[src/core/rsq_pkg.sv]
package rsq_pkg;

    // Reset phase lengths, in watchdog-oscillator edges and system clocks.
    localparam int unsigned RSQ_SYS_WDT_CYCLES = 514;
    localparam int unsigned RSQ_SHORT_WDT_CYCLES = 66;
    localparam int unsigned RSQ_SCLK_CYCLES = 16;
    localparam int unsigned RSQ_CNT_W = 10;

    // Reset vector locations in program memory.
    localparam logic [15:0] RSQ_VEC_ADDR_HI = 16'h0002;
    localparam logic [15:0] RSQ_VEC_ADDR_LO = 16'h0003;
    localparam logic [15:0] RSQ_PC_RESET = 16'h0000;

    // Bit of debug_control_reg that requests a reset.
    localparam int unsigned RSQ_DBG_RST_BIT = 1;

    // Reset type encoding.
    localparam logic RSQ_TYPE_SYSTEM = 1'b1;
    localparam logic RSQ_TYPE_SHORT = 1'b0;

    // Sequencer states, Gray coded along the release path.
    typedef enum logic [2:0] {
        RSQ_ST_WDT = 3'h0,
        RSQ_ST_SCLK = 3'h1,
        RSQ_ST_FETCH_HI = 3'h3,
        RSQ_ST_FETCH_LO = 3'h2,
        RSQ_ST_LOAD = 3'h6,
        RSQ_ST_RUN = 3'h7
    } rsq_state_e;

endpackage

[src/core/rsq_reset_sequencer.sv]
// Notes on behaviour
// RL1 - System reset: 514 watchdog edges, 16 clocks (code: clock phase lasts 17 clocks).
// RL2 - Short reset: same, but 66 watchdog edges.
// RL3 - Core idle in reset; oscillators keep running.
// RL4 - System clock gated until watchdog count ends.
// RL5 - Control registers load defaults during reset.
// RL6 - Fetch vector from 0002H/0003H into PC.
// RL7 - Power-on/brown-out always wins, full system reset.
// RL8 - Watchdog reset in normal/halt gives short reset.
// RL9 - Pin resets depend on mode; stop gives system.
// RL10 - Debugger reset bit: system reset, debugger spared.
// RL11 - New source restarts count, keeps longer type.
`timescale 1ns/1ps
`default_nettype none

module rsq_reset_sequencer #(
    parameter int unsigned SYS_WDT_CYCLES = rsq_pkg::RSQ_SYS_WDT_CYCLES,
    parameter int unsigned SHORT_WDT_CYCLES = rsq_pkg::RSQ_SHORT_WDT_CYCLES,
    parameter int unsigned SCLK_CYCLES = rsq_pkg::RSQ_SCLK_CYCLES
) (
    input wire logic i_clk, // System clock, 20 MHz.
    input wire logic i_rstn, // Asynchronous reset, active low.
    input wire logic i_wdt_osc, // Watchdog oscillator level, sampled.
    input wire logic i_por_bor, // Power-on or brown-out event, high.
    input wire logic i_wdt_timeout, // Watchdog time-out, high.
    input wire logic i_wdt_rst_en, // Watchdog configured for reset.
    input wire logic i_reset_pin_n, // External reset pin, low asserts.
    input wire logic i_debug_pin, // Debug pin level, low asserts in stop.
    input wire logic i_stop_mode, // Device is in stop mode.
    input wire logic i_debug_control_wr, // Debugger writes debug_control_reg.
    input wire logic [7:0] i_debug_control_reg, // Value written.
    input wire logic [7:0] i_pmem_data, // Program memory data, one clock late.
    output logic o_core_rst, // CPU and peripherals held in reset.
    output logic o_ctrl_load, // Load control register defaults.
    output logic o_ocd_rst, // On-chip debugger held in reset.
    output logic o_sysclk_en, // System clock running.
    output logic o_osc_run, // Crystal and watchdog oscillators enabled.
    output logic o_rst_type, // High for system reset, low for short.
    output logic o_pmem_rd, // Program memory read strobe.
    output logic [15:0] o_pmem_addr, // Program memory address.
    output logic [15:0] o_pc, // Program counter load value.
    output logic o_pc_load, // One-cycle pulse: load o_pc.
    output logic o_cpu_run // CPU may execute.
);
    import rsq_pkg::*;

    localparam logic [RSQ_CNT_W-1:0] SYS_LIM = RSQ_CNT_W'(SYS_WDT_CYCLES);
    localparam logic [RSQ_CNT_W-1:0] SHORT_LIM = RSQ_CNT_W'(SHORT_WDT_CYCLES);
    localparam logic [RSQ_CNT_W-1:0] SCLK_LIM = RSQ_CNT_W'(SCLK_CYCLES);

    rsq_state_e state_r, state_nxt;
    logic type_r, type_nxt;
    logic ocd_r, ocd_nxt;
    logic wdt_prev_r;
    logic [7:0] vec_hi_r;
    logic [15:0] pc_r;
    logic pc_load_r;
    logic [RSQ_CNT_W-1:0] cnt;
    logic cnt_done;

    // Source classification by operating mode; power-on dominates all.
    wire dbg_req = i_debug_control_wr && i_debug_control_reg[RSQ_DBG_RST_BIT]; // RL10
    wire stop_req = i_stop_mode && (!i_reset_pin_n || !i_debug_pin); // RL9
    wire wdt_req = !i_stop_mode && i_wdt_timeout && i_wdt_rst_en; // RL8
    wire pin_req = !i_stop_mode && !i_reset_pin_n; // RL9
    wire sys_req = i_por_bor || stop_req || dbg_req; // RL7
    wire any_req = sys_req || wdt_req || pin_req;
    wire in_seq = (state_r != RSQ_ST_RUN);
    wire wdt_rise = i_wdt_osc && !wdt_prev_r;
    wire in_wdt = (state_r == RSQ_ST_WDT);
    wire phase_end = (in_wdt || state_r == RSQ_ST_SCLK) && cnt_done;

    // A request inside a sequence keeps the longer type already running.
    assign type_nxt = any_req ? (sys_req || (in_seq && type_r)) : type_r; // RL11
    // Only power-on and stop-mode pin resets reach the debugger.
    assign ocd_nxt = any_req ? (i_por_bor || stop_req || (in_seq && ocd_r)) : (ocd_r && in_seq); // RL10

    // The watchdog phase counts oscillator edges, then the clock phase counts clocks.
    rsq_tick_counter #(
        .W(RSQ_CNT_W)
    ) u_cnt (
        .i_clk(i_clk),
        .i_rstn(i_rstn),
        .i_clear(any_req || phase_end), // RL11
        .i_tick(in_wdt ? wdt_rise : 1'b1),
        .i_limit(in_wdt ? (type_r ? SYS_LIM : SHORT_LIM) : SCLK_LIM), // RL1 RL2
        .o_count(cnt),
        .o_done(cnt_done)
    );

    // Next state; any new source sends the sequence back to the start.
    always_comb begin
        state_nxt = state_r;
        unique case (state_r)
            RSQ_ST_WDT: begin
                if (cnt_done) begin
                    state_nxt = RSQ_ST_SCLK; // RL4
                end
            end
            RSQ_ST_SCLK: begin
                if (cnt_done) begin
                    state_nxt = RSQ_ST_FETCH_HI; // RL1
                end
            end
            RSQ_ST_FETCH_HI: state_nxt = RSQ_ST_FETCH_LO;
            RSQ_ST_FETCH_LO: state_nxt = RSQ_ST_LOAD;
            RSQ_ST_LOAD: state_nxt = RSQ_ST_RUN;
            RSQ_ST_RUN: state_nxt = RSQ_ST_RUN;
            default: state_nxt = RSQ_ST_WDT;
        endcase
        if (any_req) begin
            state_nxt = RSQ_ST_WDT; // RL7 RL11
        end
    end

    // Sequencer state and reset type; chip reset counts as a system reset.
    always_ff @(posedge i_clk or negedge i_rstn) begin
        if (!i_rstn) begin
            state_r <= RSQ_ST_WDT;
            type_r <= RSQ_TYPE_SYSTEM;
            ocd_r <= 1'b1;
            wdt_prev_r <= 1'b0;
        end else begin
            state_r <= state_nxt;
            type_r <= type_nxt;
            ocd_r <= ocd_nxt;
            wdt_prev_r <= i_wdt_osc;
        end
    end

    // Vector capture: memory answers one clock after the address.
    always_ff @(posedge i_clk or negedge i_rstn) begin
        if (!i_rstn) begin
            vec_hi_r <= 8'h00;
            pc_r <= RSQ_PC_RESET;
            pc_load_r <= 1'b0;
        end else begin
            pc_load_r <= (state_r == RSQ_ST_LOAD) && !any_req; // RL6
            if (state_r == RSQ_ST_FETCH_LO) begin
                vec_hi_r <= i_pmem_data; // RL6
            end
            if (state_r == RSQ_ST_LOAD) begin
                pc_r <= {vec_hi_r, i_pmem_data}; // RL6
            end
        end
    end

    // Outputs decode the sequencer registers; core reset and CPU run also see new requests directly.
    assign o_core_rst = in_seq || any_req; // RL3
    assign o_ctrl_load = (state_r == RSQ_ST_WDT) || (state_r == RSQ_ST_SCLK); // RL5
    assign o_ocd_rst = ocd_r;
    assign o_sysclk_en = !in_wdt; // RL4
    assign o_osc_run = 1'b1; // RL3
    assign o_rst_type = type_r;
    assign o_pmem_rd = (state_r == RSQ_ST_FETCH_HI) || (state_r == RSQ_ST_FETCH_LO); // RL6
    assign o_pmem_addr = (state_r == RSQ_ST_FETCH_LO) ? RSQ_VEC_ADDR_LO : RSQ_VEC_ADDR_HI; // RL6
    assign o_pc = pc_r;
    assign o_pc_load = pc_load_r;
    assign o_cpu_run = (state_r == RSQ_ST_RUN) && !any_req;

    AST_SYS_WDT_LEN: assert property (@(posedge i_clk) disable iff (!i_rstn) // RL1
        (state_r == RSQ_ST_WDT && !any_req && type_r) ##1 (state_r == RSQ_ST_SCLK)
        |-> $past(cnt) == SYS_LIM) else $error("System watchdog phase length wrong.");

    AST_SHORT_WDT_LEN: assert property (@(posedge i_clk) disable iff (!i_rstn) // RL2
        (state_r == RSQ_ST_WDT && !any_req && !type_r) ##1 (state_r == RSQ_ST_SCLK)
        |-> $past(cnt) == SHORT_LIM) else $error("Short watchdog phase length wrong.");

    // Helper for the clock-phase checks: clocks spent so far in the clock phase.
    // A long repetition would be costly to check, so a small counter keeps the tally instead.
    logic [RSQ_CNT_W-1:0] sclk_seen_r;

    always_ff @(posedge i_clk or negedge i_rstn) begin
        if (!i_rstn) begin
            sclk_seen_r <= '0;
        end else if (state_r == RSQ_ST_SCLK && !any_req) begin
            sclk_seen_r <= RSQ_CNT_W'(sclk_seen_r + 1'b1);
        end else begin
            sclk_seen_r <= '0;
        end
    end

    AST_SCLK_LEN: assert property (@(posedge i_clk) disable iff (!i_rstn) // RL1
        (state_r == RSQ_ST_SCLK && !any_req && sclk_seen_r == SCLK_LIM) |=> (state_r == RSQ_ST_FETCH_HI))
        else $error("Clock phase did not end after its count.");

    AST_SCLK_HOLD: assert property (@(posedge i_clk) disable iff (!i_rstn) // RL4
        (state_r == RSQ_ST_SCLK && !any_req && sclk_seen_r < SCLK_LIM) |=> (state_r == RSQ_ST_SCLK && o_core_rst))
        else $error("Clock phase ended early.");

    AST_IDLE_IN_RESET: assert property (@(posedge i_clk) disable iff (!i_rstn) // RL3
        (state_r != RSQ_ST_RUN) |-> (o_core_rst && o_osc_run && !o_cpu_run))
        else $error("Core released or oscillator stopped during reset.");

    AST_CLOCK_GATED: assert property (@(posedge i_clk) disable iff (!i_rstn) // RL4
        (state_r == RSQ_ST_WDT) |-> (!o_sysclk_en && o_core_rst))
        else $error("System clock ran during watchdog phase.");

    AST_VECTOR_LOAD: assert property (@(posedge i_clk) disable iff (!i_rstn) // RL6
        (state_r == RSQ_ST_FETCH_HI && o_pmem_addr == RSQ_VEC_ADDR_HI && !any_req) ##1
        (o_pmem_addr == RSQ_VEC_ADDR_LO && !any_req) ##1 !any_req
        |=> o_pc_load && o_pc[7:0] == $past(i_pmem_data, 1) && o_pc[15:8] == $past(i_pmem_data, 2))
        else $error("Reset vector not loaded from 0002H and 0003H.");

    AST_POR_SYSTEM: assert property (@(posedge i_clk) disable iff (!i_rstn) // RL7
        i_por_bor |=> (type_r && o_ocd_rst && state_r == RSQ_ST_WDT && cnt == '0))
        else $error("Power-on did not start a full system reset.");

    AST_WDT_SHORT: assert property (@(posedge i_clk) disable iff (!i_rstn) // RL8
        (state_r == RSQ_ST_RUN && wdt_req && !sys_req) |=> (!type_r && state_r == RSQ_ST_WDT))
        else $error("Watchdog reset was not short.");

    AST_STOP_PIN_SYSTEM: assert property (@(posedge i_clk) disable iff (!i_rstn) // RL9
        (i_stop_mode && (!i_reset_pin_n || !i_debug_pin)) |=> type_r)
        else $error("Stop-mode pin reset was not a system reset.");

    AST_DEBUG_SPARED: assert property (@(posedge i_clk) disable iff (!i_rstn) // RL10
        (state_r == RSQ_ST_RUN && dbg_req && !i_por_bor && !stop_req) |=> (type_r && !o_ocd_rst))
        else $error("Debugger reset touched the debugger.");

    AST_RESTART: assert property (@(posedge i_clk) disable iff (!i_rstn) // RL11
        (any_req && type_r && in_seq) |=> (state_r == RSQ_ST_WDT && cnt == '0 && type_r))
        else $error("Restart lost count or reset type.");

endmodule

`default_nettype wire

[src/core/rsq_tick_counter.sv]
`timescale 1ns/1ps
`default_nettype none

module rsq_tick_counter #(
    parameter int unsigned W = 10
) (
    input wire logic i_clk, // System clock.
    input wire logic i_rstn, // Asynchronous reset, active low.
    input wire logic i_clear, // Restart the count from zero.
    input wire logic i_tick, // Count one event.
    input wire logic [W-1:0] i_limit, // Terminal count.
    output logic [W-1:0] o_count, // Current count.
    output logic o_done // Count has reached the limit.
);
    logic [W-1:0] cnt_r;
    logic [W-1:0] cnt_nxt;

    // The count saturates at the limit so a late tick cannot overshoot.
    assign o_done = (cnt_r == i_limit);
    assign o_count = cnt_r;
    assign cnt_nxt = i_clear ? '0 : ((i_tick && !o_done) ? W'(cnt_r + 1'b1) : cnt_r);

    // Count register.
    always_ff @(posedge i_clk or negedge i_rstn) begin
        if (!i_rstn) begin
            cnt_r <= '0;
        end else begin
            cnt_r <= cnt_nxt;
        end
    end

endmodule

`default_nettype wire

[config.mk]
export PLATFORM = sky130hd
export DESIGN_NAME = rsq_reset_sequencer
export DESIGN_NICKNAME = d
export VERILOG_FILES = /design/src/core/rsq_pkg.sv /design/src/core/rsq_reset_sequencer.sv /design/src/core/rsq_tick_counter.sv
export SDC_FILE = /design/constraint.sdc
export NUM_CORES = 1
export LEC_CHECK = 0
export ABC_AREA = 0
export BUFFER_PORTS_ARGS = -buffer_cell sky130_fd_sc_hd__buf_2
export CORE_MARGIN = 4
export CORE_UTILIZATION = 30
export CTS_CLUSTER_DIAMETER = 30
export DETAILED_ROUTE_END_ITERATION = 8
export GPL_TIMING_DRIVEN = 0
export SETUP_SLACK_MARGIN = 0.3
export SLEW_MARGIN = 20
export SYNTH_ARGS = -nofsm -noshare
export SYNTH_HDL_FRONTEND = slang
export SYNTH_SLANG_ARGS = --single-unit
[constraint.sdc]
create_clock -name i_clk -period 2.17 [get_ports i_clk]
set_input_delay 0.217 -clock i_clk [delete_from_list [all_inputs] [get_ports i_clk]]
set_output_delay 0.217 -clock i_clk [all_outputs]
set_load 0.1 [all_outputs]
* After elaboration in Yosys (flattened, before gate mapping)
Index checks and enable logic that the tools add are counted.
W data, S select, Z words.
** Storage, ports and cells
- Register bits after elaboration :: 41
- Input bits :: 26
- Word-level logic and storage cells :: 63
** Cells by class
- Add/subtract/negate cells :: 1
- Equal/unequal tests :: 9
- Muxes and demuxes :: 11
- Reductions and logical operators :: 34
** Operator list (count)
- $mux W10 :: 4
- $pmux W3 S5 :: 1
- $logic_and A1 B1 Y1 :: 12
- $logic_or A1 B1 Y1 :: 11
- $add A10 B1 Y10 const B :: 1
- $eq A10 B10 Y1 :: 1
- $mux W3 :: 3
- $ne A3 B3 Y1 const B :: 3
- $logic_not A1 Y1 :: 7
- $eq A3 B2 Y1 const B :: 2
- $eq A3 B3 Y1 const B :: 2
- $eq A3 B1 Y1 const B :: 1
- $logic_not A3 Y1 :: 1
- $mux W1 :: 3
- $reduce_and A2 Y1 :: 1
- $reduce_bool A2 Y1 :: 1
- $reduce_or A2 Y1 :: 1

* Depth between registers and ports, before layout
Gate-level depths: netlist of run 1.
- Depth in word-level cells :: 9
- Depth in mapped cells :: 8
- Mapped depth without buffers :: 6

* Modules after synthesis
Synthesis of run 1 repeated with hierarchy kept, for this count alone.
** Unflattened totals
- Cell total of the unflattened synthesis :: 182
- Area total of the unflattened synthesis :: 2087.0 um^2
** By module, submodules not included
- rsq_reset_sequencer :: times used 1, cells an instance 108, area each 1421.4 um^2
- rsq_tick_counter :: times used 1, cells an instance 74, area each 665.6 um^2

* Worst setup path before layout of run 1
Ideal clock, no wire load.
- Path kind :: register to output
- Start point :: register state_r[0]
- End point :: output o_cpu_run
- Data arrival time :: 1.865 ns
- Data required time :: 1.953 ns
- Slack :: 0.088 ns
- Cell stages (with the launch flop) :: 4
- Buffers on the path :: 0
- Cell sequence :: dfrtp_1 nand3_1 or2_2 inv_1
** On the way
- Cells in the longest elaborated chain, start to end :: 2
** RTL lines
- start: declaration :: line rsq_reset_sequencer.sv:51 : rsq_state_e state_r, state_nxt;
- start signal: assignment :: line rsq_reset_sequencer.sv:124 : state_r <= state_nxt;
- $eq A3 B3 Y1 :: line rsq_reset_sequencer.sv:159 : assign o_cpu_run = (state_r == RSQ_ST_RUN) && !any_req;
- $logic_and A1 B1 Y1 :: line rsq_reset_sequencer.sv:159
- end: declaration :: line rsq_reset_sequencer.sv:43 : output logic o_cpu_run
Every way passes these cells.

* Final worst setup path of run 1
- Start point :: register state_r[2]
- End point :: output o_cpu_run
The elaborated chain is that of the path after synthesis.

==> impl_metrics.yaml, run 1 <==
critical_path:
  crit_chain: "buf_6, nand3_1, or2_2, clkinvlp_4, buf_12"
  crit_fanout: 8
  cpMaxStageDelayCell: "dfrtp_1"
  critPathLaunchType: "flip-flop"
  cp.required_ns: 1.95
  arrival_ns: 1.55
  criticalPathCategory: "flip-flop to output pin"
  max_stage_delay_ns: 0.37
  end_kind: "output pin"
cells_and_area:
  synthToLayoutAreaGrowth_pct: 24.94
  num_antenna_cells: 0
  final_cell_mix: "buf_2, dfrtp_1, buf_4, nor2_1, conb_1"
  drive_above_1_share: 0.4064
  final_common_cell: "buf_2"
  final_area_um2: 2595
  nets: 281
  fin_cells: 331
clock_network:
  clk_pin_slew_worst_paths_ns: 0.09
  cts.htree.levels: 2
  clk_latency_ns: 0.30
  clock-sinks: 41
  hold_buffers: 0
  clk_path_buf_depth: 2
  cts_tree: "done"
  root_buffer: "clkbuf_8"
  cts_buffers: 5
die:
  io_pins: 67
  dieArea_um2: 8318
  die_w_um: 91.21
  rows: 30
  start_util: 0.3074
  die_height_um: 91.21
  coreArea_um2: 6756
global_route:
  grt_max_degree: 42
  grt_pass1_vias: 1379
  antenna_found_initial: 0
  grt_use_total: 0.09837
  grt_pass1_wl_um: 6527
  grt.overflow.total: 0
pwr:
  internal_power_mw: 1.065
  sw_frac_of_total: 0.3317
  p_per_area_nw_per_um2: 614.0
  p_leak_nw: 1.301
  ir_drop_mv: 0.3439
  p_seq_frac: 0.488
  pwr-share-clk: 0.343
  p_sw_mw: 0.5285
  pwr-share-comb: 0.170
placement:
  placed_cell_area_um2: 2452
  gp_congestion: 0.8192
  io_buffers: 43
  detailed_place_hpwl_um: 2872
  place_inst: 321
drt:
  dr.first_iter.drc_count: 67
  first_pass_iters: 4
  routed_wl_um: 3939
  num_vias: 1493
  viasPerCell: 4.511
  drt_drc_violations_left: 0
  ant_nets: 0
  wire_per_inst_um: 11.90
sta:
  finalCritPeriodShare: 0.8157
  tightest_slew_ns: 0.9046
  final.min_clock_period_ns: 1.770
  slew_headroom: 0.3970
  fmax_ghz: 0.5649
  slew_viol_final: 0
  rsz0062_at_grt: "false"
  skew_ns: 0.006540
  finalSetupViolCount: 0
  setup_tns_ns: 0
  finalHoldViolCount: 0
outcome:
  status: "finished, final reports clean"
synthesis:
  netlist_area_um2: 2077
  ys_seq_area_frac: 0.4952
  asyncSetResetFlopFracSynth: 1.000
  synth-warning-count: 0
  synthDistinctLibCells: 41
  avgSynthCellArea_um2: 11.29
  synthesis.instances: 184
  ys.flop_type: "dfrtp_1"
  synth-seq-cells: 41
  synth-edff-count: 0
worst_hold_path:
  hold_path_class: "input pin to async pin"
flow_run:
  drv_cap: 0
==> stage by stage <==
stage	util	power, mW	hold slack [ns]	setup WS, ns
final	0.3841	1.593	0.03918	0.3999
after global routing	0.3841	1.666	0.02703	0.3074
after CTS	0.3800	1.625	0.02940	0.3114
after detailed placement	0.3630	1.063	0.3502	0.2321
after global placement	0.3630	1.062	0.3554	0.2386
after floorplan	-	1.015	-0.07859	0.1436
==> worst paths after layout <==
kind	start	end	slack [ns]	cells past startpoint
max reg2reg	u_cnt.o_count[6]$_DFFE_PN0P_	u_cnt.o_count[1]$_DFFE_PN0P_	0.43	5
max	state_r[2]$_DFFE_PN0P_	o_cpu_run	0.40	5
min in group i_clk	i_wdt_osc	wdt_prev_r$_DFF_PN0_	0.04	1
min reg2reg	vec_hi_r[5]$_DFFE_PN0P_	vec_hi_r[5]$_DFFE_PN0P_	0.48	1
max in group asynchronous	i_rstn	state_r[1]$_DFFE_PN0P_	1.51	1
min	i_rstn	o_pc[9]$_DFFE_PN0N_	0.04	1
==> cells in the mapped netlist (3+ instances only) <==
master   number  area, µm²
inv_2         3      11.26
nor2_1       16      60.06
inv_1         6      22.52
dfrtp_1      39      975.9
nor2b_1       3      18.77
or3_1         4      25.02
ha_1          5      62.56
mux2_2       12      135.1
buf_4        16      120.1
xor2_1        3      26.28
a21oi_1       9      45.04
o21ai_0       5      25.02
nand3_1      11      55.05
nand2_1       6      22.52
mux2_1       12      135.1
==> cell type report <==
type / count / area (µm²)
clock buffers: 5 / 68.82
repair buffers: 45 / 250.2
inverters: 9 / 37.54
clock inverters: 3 / 28.78
fillers: 670 / 4161
flip-flops and latches: 41 / 1031
plain buffers: 19 / 141.4
multi-input cells: 129 / 937.1
well taps: 80 / 100.1
==> flip-flops by register name, indices dropped and copies added (netlist names) <==
signal,cells
o_ocd_rst,1
o_pc,16
o_pc_load,1
o_rst_type,1
state_r,3
u_cnt.o_count,10
vec_hi_r,8
wdt_prev_r,1
==> routing by layer <==
metal,part of all wire,track usage
met1,0.48,0.1359
met3,0.083,0.03314
met2,0.42,0.1380
met5,0,0
met4,0.015,0.04523
==> power by group through the flow <==
stage | sequential, mW | clock [mW] | combinational [mW]
final | 0.777 | 0.546 | 0.270
after global routing | 0.779 | 0.604 | 0.284
after CTS | 0.777 | 0.577 | 0.271
after detailed placement | 0.792 | 0 | 0.271
after global placement | 0.792 | 0 | 0.271
after floorplan | 0.848 | 0 | 0.167
==> what timing repair did <==
item | in CTS | in global routing
buffers inserted | 1 | 1
setup endpoints to repair | 3 | 8
pin swaps | 1 | 0
gates resized for setup | 4 | 5
==> critical path: cells and delay by family, from the launching register on <==
kind,cells,cell delay [ns]
DFF,1,0.37
and+or+nand+nor,2,0.47
buffers and inverters,3,0.40
==> logic make-up (layout without fill, tap and decap cells) <==
family,after synthesis,count (layout),synth area share
DFF,41,41,0.4952
other,2,16,0.003616
adders and majority gates,5,5,0.03012
and+or+nand+nor,52,52,0.1452
buffers and inverters,28,81,0.08434
xor gates and xnor gates,5,5,0.02109
AOI/OAI and AO/OA,26,26,0.08554
muxes,25,25,0.1349
Note: power is estimated with default switching activity, not from simulation.
==> run 2: changes to the inputs <==
Settings changed: ABC_AREA 0 to 1.
Clock period 2.17 ns to 1.74 ns, I/O delays scaled along.
==> run 2 against run 1 <==
  * The run now ends with hold timing left
  * Non-clock buffer count rose by 25
  * Core utilization increased by 5.8 points
  * Hold slack worse by 0.044 ns
  * Routed wire length rose by 36%
  * Sequential share of layout area down 7.7 points
  * Critical path depth up 1
  * Clock-buffer cell count rose by 1
  * Sequential power grew 40%
  * Critical path type unchanged
==> impl_metrics.yaml, run 2 <==
cells_and_area:
  nets: 381
  synthToLayoutAreaGrowth_pct: 43.22
  largest_register_ffs: 16
  multi_input_area_um2: 1086
  final_common_cell: "nand2_1"
  fillers: 703
  final_cell_mix: "nand2_1, dfrtp_1, buf_2, buf_4, inv_1"
  finish.utilization: 0.4423
  drive_above_1_share: 0.4530
  num_antenna_cells: 0
  seq_area_um2: 1035
pwr:
  ir_drop_mv: 0.5190
  p_seq_frac: 0.455
  pwr-share-comb: 0.281
  internal_power_mw: 1.528
  p_per_area_nw_per_um2: 743.9
  pwr-share-clk: 0.264
  sw_frac_of_total: 0.3632
  p_sw_mw: 0.8716
  p_leak_nw: 1.591
global_route:
  grt_use_total: 0.1219
  antenna_found_initial: 0
  grt_pass1_wl_um: 8514
  grt_pass1_vias: 1832
  grt.overflow.total: 0
  grt_max_degree: 42
die:
  start_util: 0.3089
  die_height_um: 94.65
  coreArea_um2: 7292
  dieArea_um2: 8958
  die_w_um: 94.65
  rows: 31
  io_pins: 67
synthesis:
  avgSynthCellArea_um2: 8.531
  synthDistinctLibCells: 31
  synth-seq-cells: 41
  synthesis.instances: 264
  synth_most_common_cell: "nand2_1"
  synthTopCellsByArea: "dfrtp_1, nand2_1, buf_4, inv_1, nand3_1"
  ys_seq_area_frac: 0.4567
  synth_top_area_frac: 0.4333
  ys.flop_type: "dfrtp_1"
  asyncSetResetFlopFracSynth: 1.000
  synth_top_cell_by_area: "dfrtp_1"
  synth-edff-count: 0
  synth-warning-count: 0
  netlist_area_um2: 2252
  yosys-top-cells-count: "nand2_1, dfrtp_1, inv_1, nor2_1"
critical_path:
  end_kind: "output pin"
  cp.required_ns: 1.57
  critPathLaunchType: "flip-flop"
  r2r-start: "state_r[2]$_DFFE_PN0P_"
  crit_fanout: 3
  worstReg2RegEnd: "u_cnt.o_count[1]$_DFFE_PN0P_"
  reg2regPathDepth: 12
  r2r_setup_slack_ns: 0.10
  criticalPathCategory: "flip-flop to output pin"
  arrival_ns: 1.51
sta:
  finalHoldViolCount: 2
  rsz0062_at_grt: "true"
  tightest_slew_ns: 0.9129
  finalCritPeriodShare: 0.9691
  fmax_ghz: 0.5931
  fin_hold_ws_ns: -0.005277
  slew_viol_final: 0
  finalSetupViolCount: 0
  slew_headroom: 0.3914
  layout_setup_ws_ns: 0.05381
  skew_ns: 0.004215
  final.min_clock_period_ns: 1.686
clock_network:
  root_buffer: "clkbuf_8"
  clock-sinks: 41
  clk_path_buf_depth: 2
  cts_buffers: 5
  cts.htree.levels: 2
  clk_pin_slew_worst_paths_ns: 0.08
  clk_latency_ns: 0.30
  cts_tree: "done"
drt:
  num_vias: 1945
  first_pass_iters: 4
  viasPerCell: 4.322
  wire_per_inst_um: 11.91
  drt_drc_violations_left: 0
  ant_nets: 0
  dr.first_iter.drc_count: 117
  routed_wl_um: 5358
worst_hold_path:
  hold_path_class: "input pin to async pin"
placement:
  gp_congestion: 0.8036
  detailed_place_hpwl_um: 3445
  pre_cts_slack_ns: -0.1034
  io_buffers: 43
outcome:
  status: "finished with violations"
  violations: "hold timing"
flow_run:
  drv_cap: 0
run 2: repair_timing:
item,CTS,global route
cloned,3,0
resized for setup,44,37
setup endpoints to repair,29,31
hold buffers,1,0
pin swaps,9,13
endpoints found under the hold margin,1,0
buffers inserted,10,8
run 2: kinds of logic after synthesis:
family	share of synthesized area
AOI/OAI and AO/OA	0.06056
xor gates and xnor gates	0.003890
adders and majority gates	0.02778
buffers and inverters	0.1500
DFF	0.4567
muxes	0.04000
other	0.003335
and+or+nand+nor	0.2578
run 2: through the flow:
| step | instances | hold slack (ns) | setup TNS (ns) | total power, mW | cell area [µm²] |
|---|---|---|---|---|---|
| 6_report | 450 | -0.005277 | 0 | 2.400 | 3226 |
| 5_1_grt | 450 | 0.06687 | -0.04393 | 2.529 | 3226 |
| 4_1_cts | 442 | 0.02901 | 0 | 2.392 | 3013 |
| 3_5_place_dp | 420 | 0.3100 | -0.1034 | 1.687 | 2671 |
| 3_3_place_gp | 420 | 0.3056 | -0.09150 | 1.677 | 2671 |
| 2_1_floorplan | 278 | -0.1216 | -3.161 | 1.578 | 2332 |
run 2: worst max-delay path, stage by stage, from the launching register on:
cell and delay (ns):
dfrtp_2 0.45, inv_4 0.06, nor3_4 0.20, inv_2 0.08, nor2_4 0.12, buf_4 0.14
buf_12 0.16
run 2: power by group through the flow:
| stage | registers [mW] | logic [mW] | clock network, mW |
|---|---|---|---|
| after detailed placement | 1.11 | 0.576 | 0 |
| after floorplan | 1.18 | 0.398 | 0 |
| final | 1.09 | 0.674 | 0.634 |
| after global routing | 1.10 | 0.728 | 0.699 |
| after CTS | 1.09 | 0.643 | 0.656 |
| after global placement | 1.11 | 0.570 | 0 |
run 2: layout make-up:
cell class                      count  share of cell area
Inverter                           40             0.05159
Clock buffer                        6             0.02250
Timing Repair Buffer               65              0.1614
Tap cell                           99             0.03840
Clock inverter                      2            0.004655
Sequential cell                    41              0.3208
Multi-Input combinational cell    173              0.3367
Buffer                             24             0.06400
run 2: worst max path at each step:
stage,slack (ns),startpoint,endpoint,depth (start not counted)
final,0.05,state_r[0]$_DFFE_PN0P_,o_cpu_run,6
after global routing,-0.03,state_r[2]$_DFFE_PN0P_,o_cpu_run,7
after CTS,0.02,state_r[2]$_DFFE_PN0P_,o_core_rst,7
after detailed placement,-0.10,state_r[1]$_DFFE_PN0P_,o_pmem_addr[0],4
after global placement,-0.09,state_r[1]$_DFFE_PN0P_,o_pmem_addr[0],4
after floorplan,-0.40,state_r[2]$_DFFE_PN0P_,o_core_rst,6
run 2: layer usage:
metal / up-vias / GRT usage / share of wire
met1: 914 / 0.1439 / 0.42
met5: - / 0 / 0
met2: 59 / 0.2067 / 0.50
met4: 0 / 0.03966 / 0.013
li1: 965 / - / -
met3: 7 / 0.04223 / 0.065
==> run 3: changes to the inputs <==
Settings changed: CORE_UTILIZATION 30 to 35, SYNTH_HIERARCHICAL set to 1.
==> run 3 against run 2 <==
  * The run ends with setup timing left
  * Via count increased by 10%
  * Power is 8.8% lower
  * Core utilization is 10 points higher
  * Setup slack worse by 0.47 ns
  * Critical path type is now flip-flop to flip-flop
  * Largest cell class unchanged
==> impl_metrics.yaml, run 3 <==
die:
  coreArea_um2: 6495
  die_w_um: 90.66
  rows: 29
  io_pins: 67
  dieArea_um2: 8218
  die_height_um: 90.66
  start_util: 0.3681
synthesis:
  synthTopCellsByArea: "dfrtp_1, nand2_1, inv_1, buf_4, o21ai_2"
  synth-seq-cells: 41
  ys_seq_area_frac: 0.4301
  ys.flop_type: "dfrtp_1"
  netlist_area_um2: 2391
  synth_xor_area_frac: 0.01465
  synth-warning-count: 6
  avgSynthCellArea_um2: 7.738
  synth_top_area_frac: 0.4082
  yosys-top-cells-count: "nand2_1, inv_1, dfrtp_1, nand3_1, nor2_1"
  synth_most_common_cell: "nand2_1"
  synth-compound-area-share: 0.08373
  yosys.area_share.adder: 0.005233
  synth-simple-area-share: 0.3040
  asyncSetResetFlopFracSynth: 1.000
  synthesis.instances: 309
  synth-edff-count: 0
  synth_top_family_by_area: "simple AND/OR/NAND/NOR gates"
  synth_top_cell_by_area: "dfrtp_1"
  synth.area.mux_share: 0
  synthDistinctLibCells: 30
sta:
  fmax_ghz: 0.4634
  slew_viol_final: 0
  final.min_clock_period_ns: 2.158
  tightest_slew_ns: 0.9542
  slew_headroom: 0.3638
  finalCritPeriodShare: 1.240
  finalSetupViolCount: 13
  skew_ns: 0.009380
  rsz0062_at_grt: "true"
  finalHoldViolCount: 0
  fin_hold_ws_ns: 0.01933
  layout_setup_ws_ns: -0.4182
  setup_tns_ns: -4.561
drt:
  drt_drc_violations_left: 0
  viasPerCell: 4.323
  routed_wl_um: 5697
  first_pass_iters: 5
  wire_per_inst_um: 11.49
  num_vias: 2144
  ant_nets: 0
  dr.first_iter.drc_count: 101
clock_network:
  root_buffer: "clkbuf_8"
  clock-sinks: 41
  clk_path_buf_depth: 2
  clk_pin_slew_worst_paths_ns: 0.09
  clk_latency_ns: 0.30
  cts_buffers: 5
  cts_tree: "done"
  cts.htree.levels: 2
outcome:
  violations: "setup timing"
  status: "finished with violations"
critical_path:
  cp_top_family: "simple AND/OR/NAND/NOR gates"
  cp_num_buf_inv: 7
  cpMaxStageDelayCell: "dfrtp_1"
  max_stage_delay_ns: 0.42
  end_kind: "flip-flop"
  crit_chain: "inv_2, buf_8, nand2_8, nor2_4, xor2_1, nor2_1, nand2_2, inv_2, nand2_2, buf_6, inv_4, buf_4, buf_6, or2_4, a21oi_2, nor2_1"
  critPathLaunchType: "flip-flop"
  arrival_ns: 2.34
  cp.required_ns: 1.92
  criticalPathCategory: "flip-flop to flip-flop"
  crit_fanout: 10
cells_and_area:
  drive_above_1_share: 0.4081
  fin_cells: 496
  num_antenna_cells: 0
  final_cell_mix: "nand2_1, inv_1, dfrtp_1, buf_4, buf_2"
  synthToLayoutAreaGrowth_pct: 47.67
  largest_register_ffs: 16
  final_common_cell: "nand2_1"
  fillers: 607
  finish.utilization: 0.5436
  seq_area_um2: 1030
  nets: 445
  multi_input_area_um2: 1191
global_route:
  grt_pass1_vias: 2018
  grt.overflow.total: 0
  grt_pass1_wl_um: 9135
  grt_max_degree: 42
  grt_use_total: 0.1338
  antenna_found_initial: 0
pwr:
  ir_drop_mv: 0.4365
  p_per_area_nw_per_um2: 620.1
  p_leak_nw: 1.932
worst_hold_path:
  hold_path_class: "input pin to async pin"
placement:
  detailed_place_hpwl_um: 3675
  io_buffers: 43
  place_inst: 455
  gp_congestion: 0.8194
flow_run:
  drv_cap: 0
## run 3: cell types whose count changed after synthesis, moves of 2 or more
cell and delta:
ha_1 -4, inv_1 +6, inv_2 +3, mux2_2 -8, nand2_1 +39, nand2_2 +3
nand3_1 +4, nand4_1 +8, nor2_2 -3, nor3_1 -4, o211ai_1 -2, o21ai_0 -14
o21ai_2 +14, xor2_1 +3
## run 3: stage by stage
step / power (mW) / setup slack [ns] / cell area [µm²]
floorplan: 1.210 / -0.9164 / 2559
CTS: 2.210 / -0.3205 / 3246
detailed placement: 1.262 / -0.6502 / 2870
finish: 2.190 / -0.4182 / 3531
global placement: 1.261 / -0.6117 / 2870
global route: 2.270 / -0.5441 / 3531
## run 3: path summary, 6_finish.rpt
| check | cells past startpoint | from | slack (ns) | endpoint |
|---|---|---|---|---|
| max | 16 | state_r[0]$_DFFE_PN0P_ | -0.42 | state_r[0]$_DFFE_PN0P_ |
| min | 1 | i_rstn | 0.02 | o_pc[2]$_DFFE_PN0N_ |
| max in group asynchronous | 1 | i_rstn | 1.07 | state_r[2]$_DFFE_PN0P_ |
| min reg2reg | 2 | o_pc[10]$_DFFE_PN0N_ | 0.47 | o_pc[10]$_DFFE_PN0N_ |
| max reg2reg | 16 | state_r[0]$_DFFE_PN0P_ | -0.42 | state_r[0]$_DFFE_PN0P_ |
| min in group i_clk | 3 | i_por_bor | 0.11 | o_ocd_rst$_DFF_PN1_ |
## run 3: what timing repair did
item,CTS,global route
gates resized for setup,41,36
cloned,0,1
hold buffers,1,0
buffers inserted,12,19
setup endpoints to repair,19,19
endpoints found under the hold margin,1,0
pin swaps,15,8
## run 3: layout make-up
cell class,instances,share of cell area
clock inverters,3,0.01949
well taps,77,0.02729
clock buffers,5,0.01949
repair buffers,76,0.1782
plain buffers,26,0.06626
multi-input cells,220,0.3373
inverters,48,0.06024
flip-flops and latches,41,0.2916
## run 3: power by group
group / internal, mW / switching, mW
Clock: 0.578 / 0.359
Sequential: 0.954 / 0.00134
Combinational: 0.0651 / 0.233
## run 3: cell families (layout without fill, tap and decap cells)
logic type / count (synthesis) / count (layout)
compound gates: 24 / 24
xor+xnor: 4 / 4
fa+ha+maj: 1 / 1
buf+inv: 74 / 158
flops: 41 / 41
other cells: 2 / 28
simple gates: 163 / 163
## run 3: worst register-to-register path: cells and delay by family, from the launching register on
| kind | cells | cell delay [ns] |
|---|---|---|
| simple gates | 7 | 0.72 |
| compound gates | 1 | 0.12 |
| buf+inv | 7 | 0.66 |
| flops | 1 | 0.42 |
| xor+xnor | 1 | 0.13 |
## run 3: per-layer routing
layer  up-vias  part of all wire  track usage
li1       1130                 -            -
met1       946              0.44       0.1728
met2        58              0.50       0.2224
met3        10             0.048      0.03417
met4         0             0.014      0.03444
met5         -                 0            0
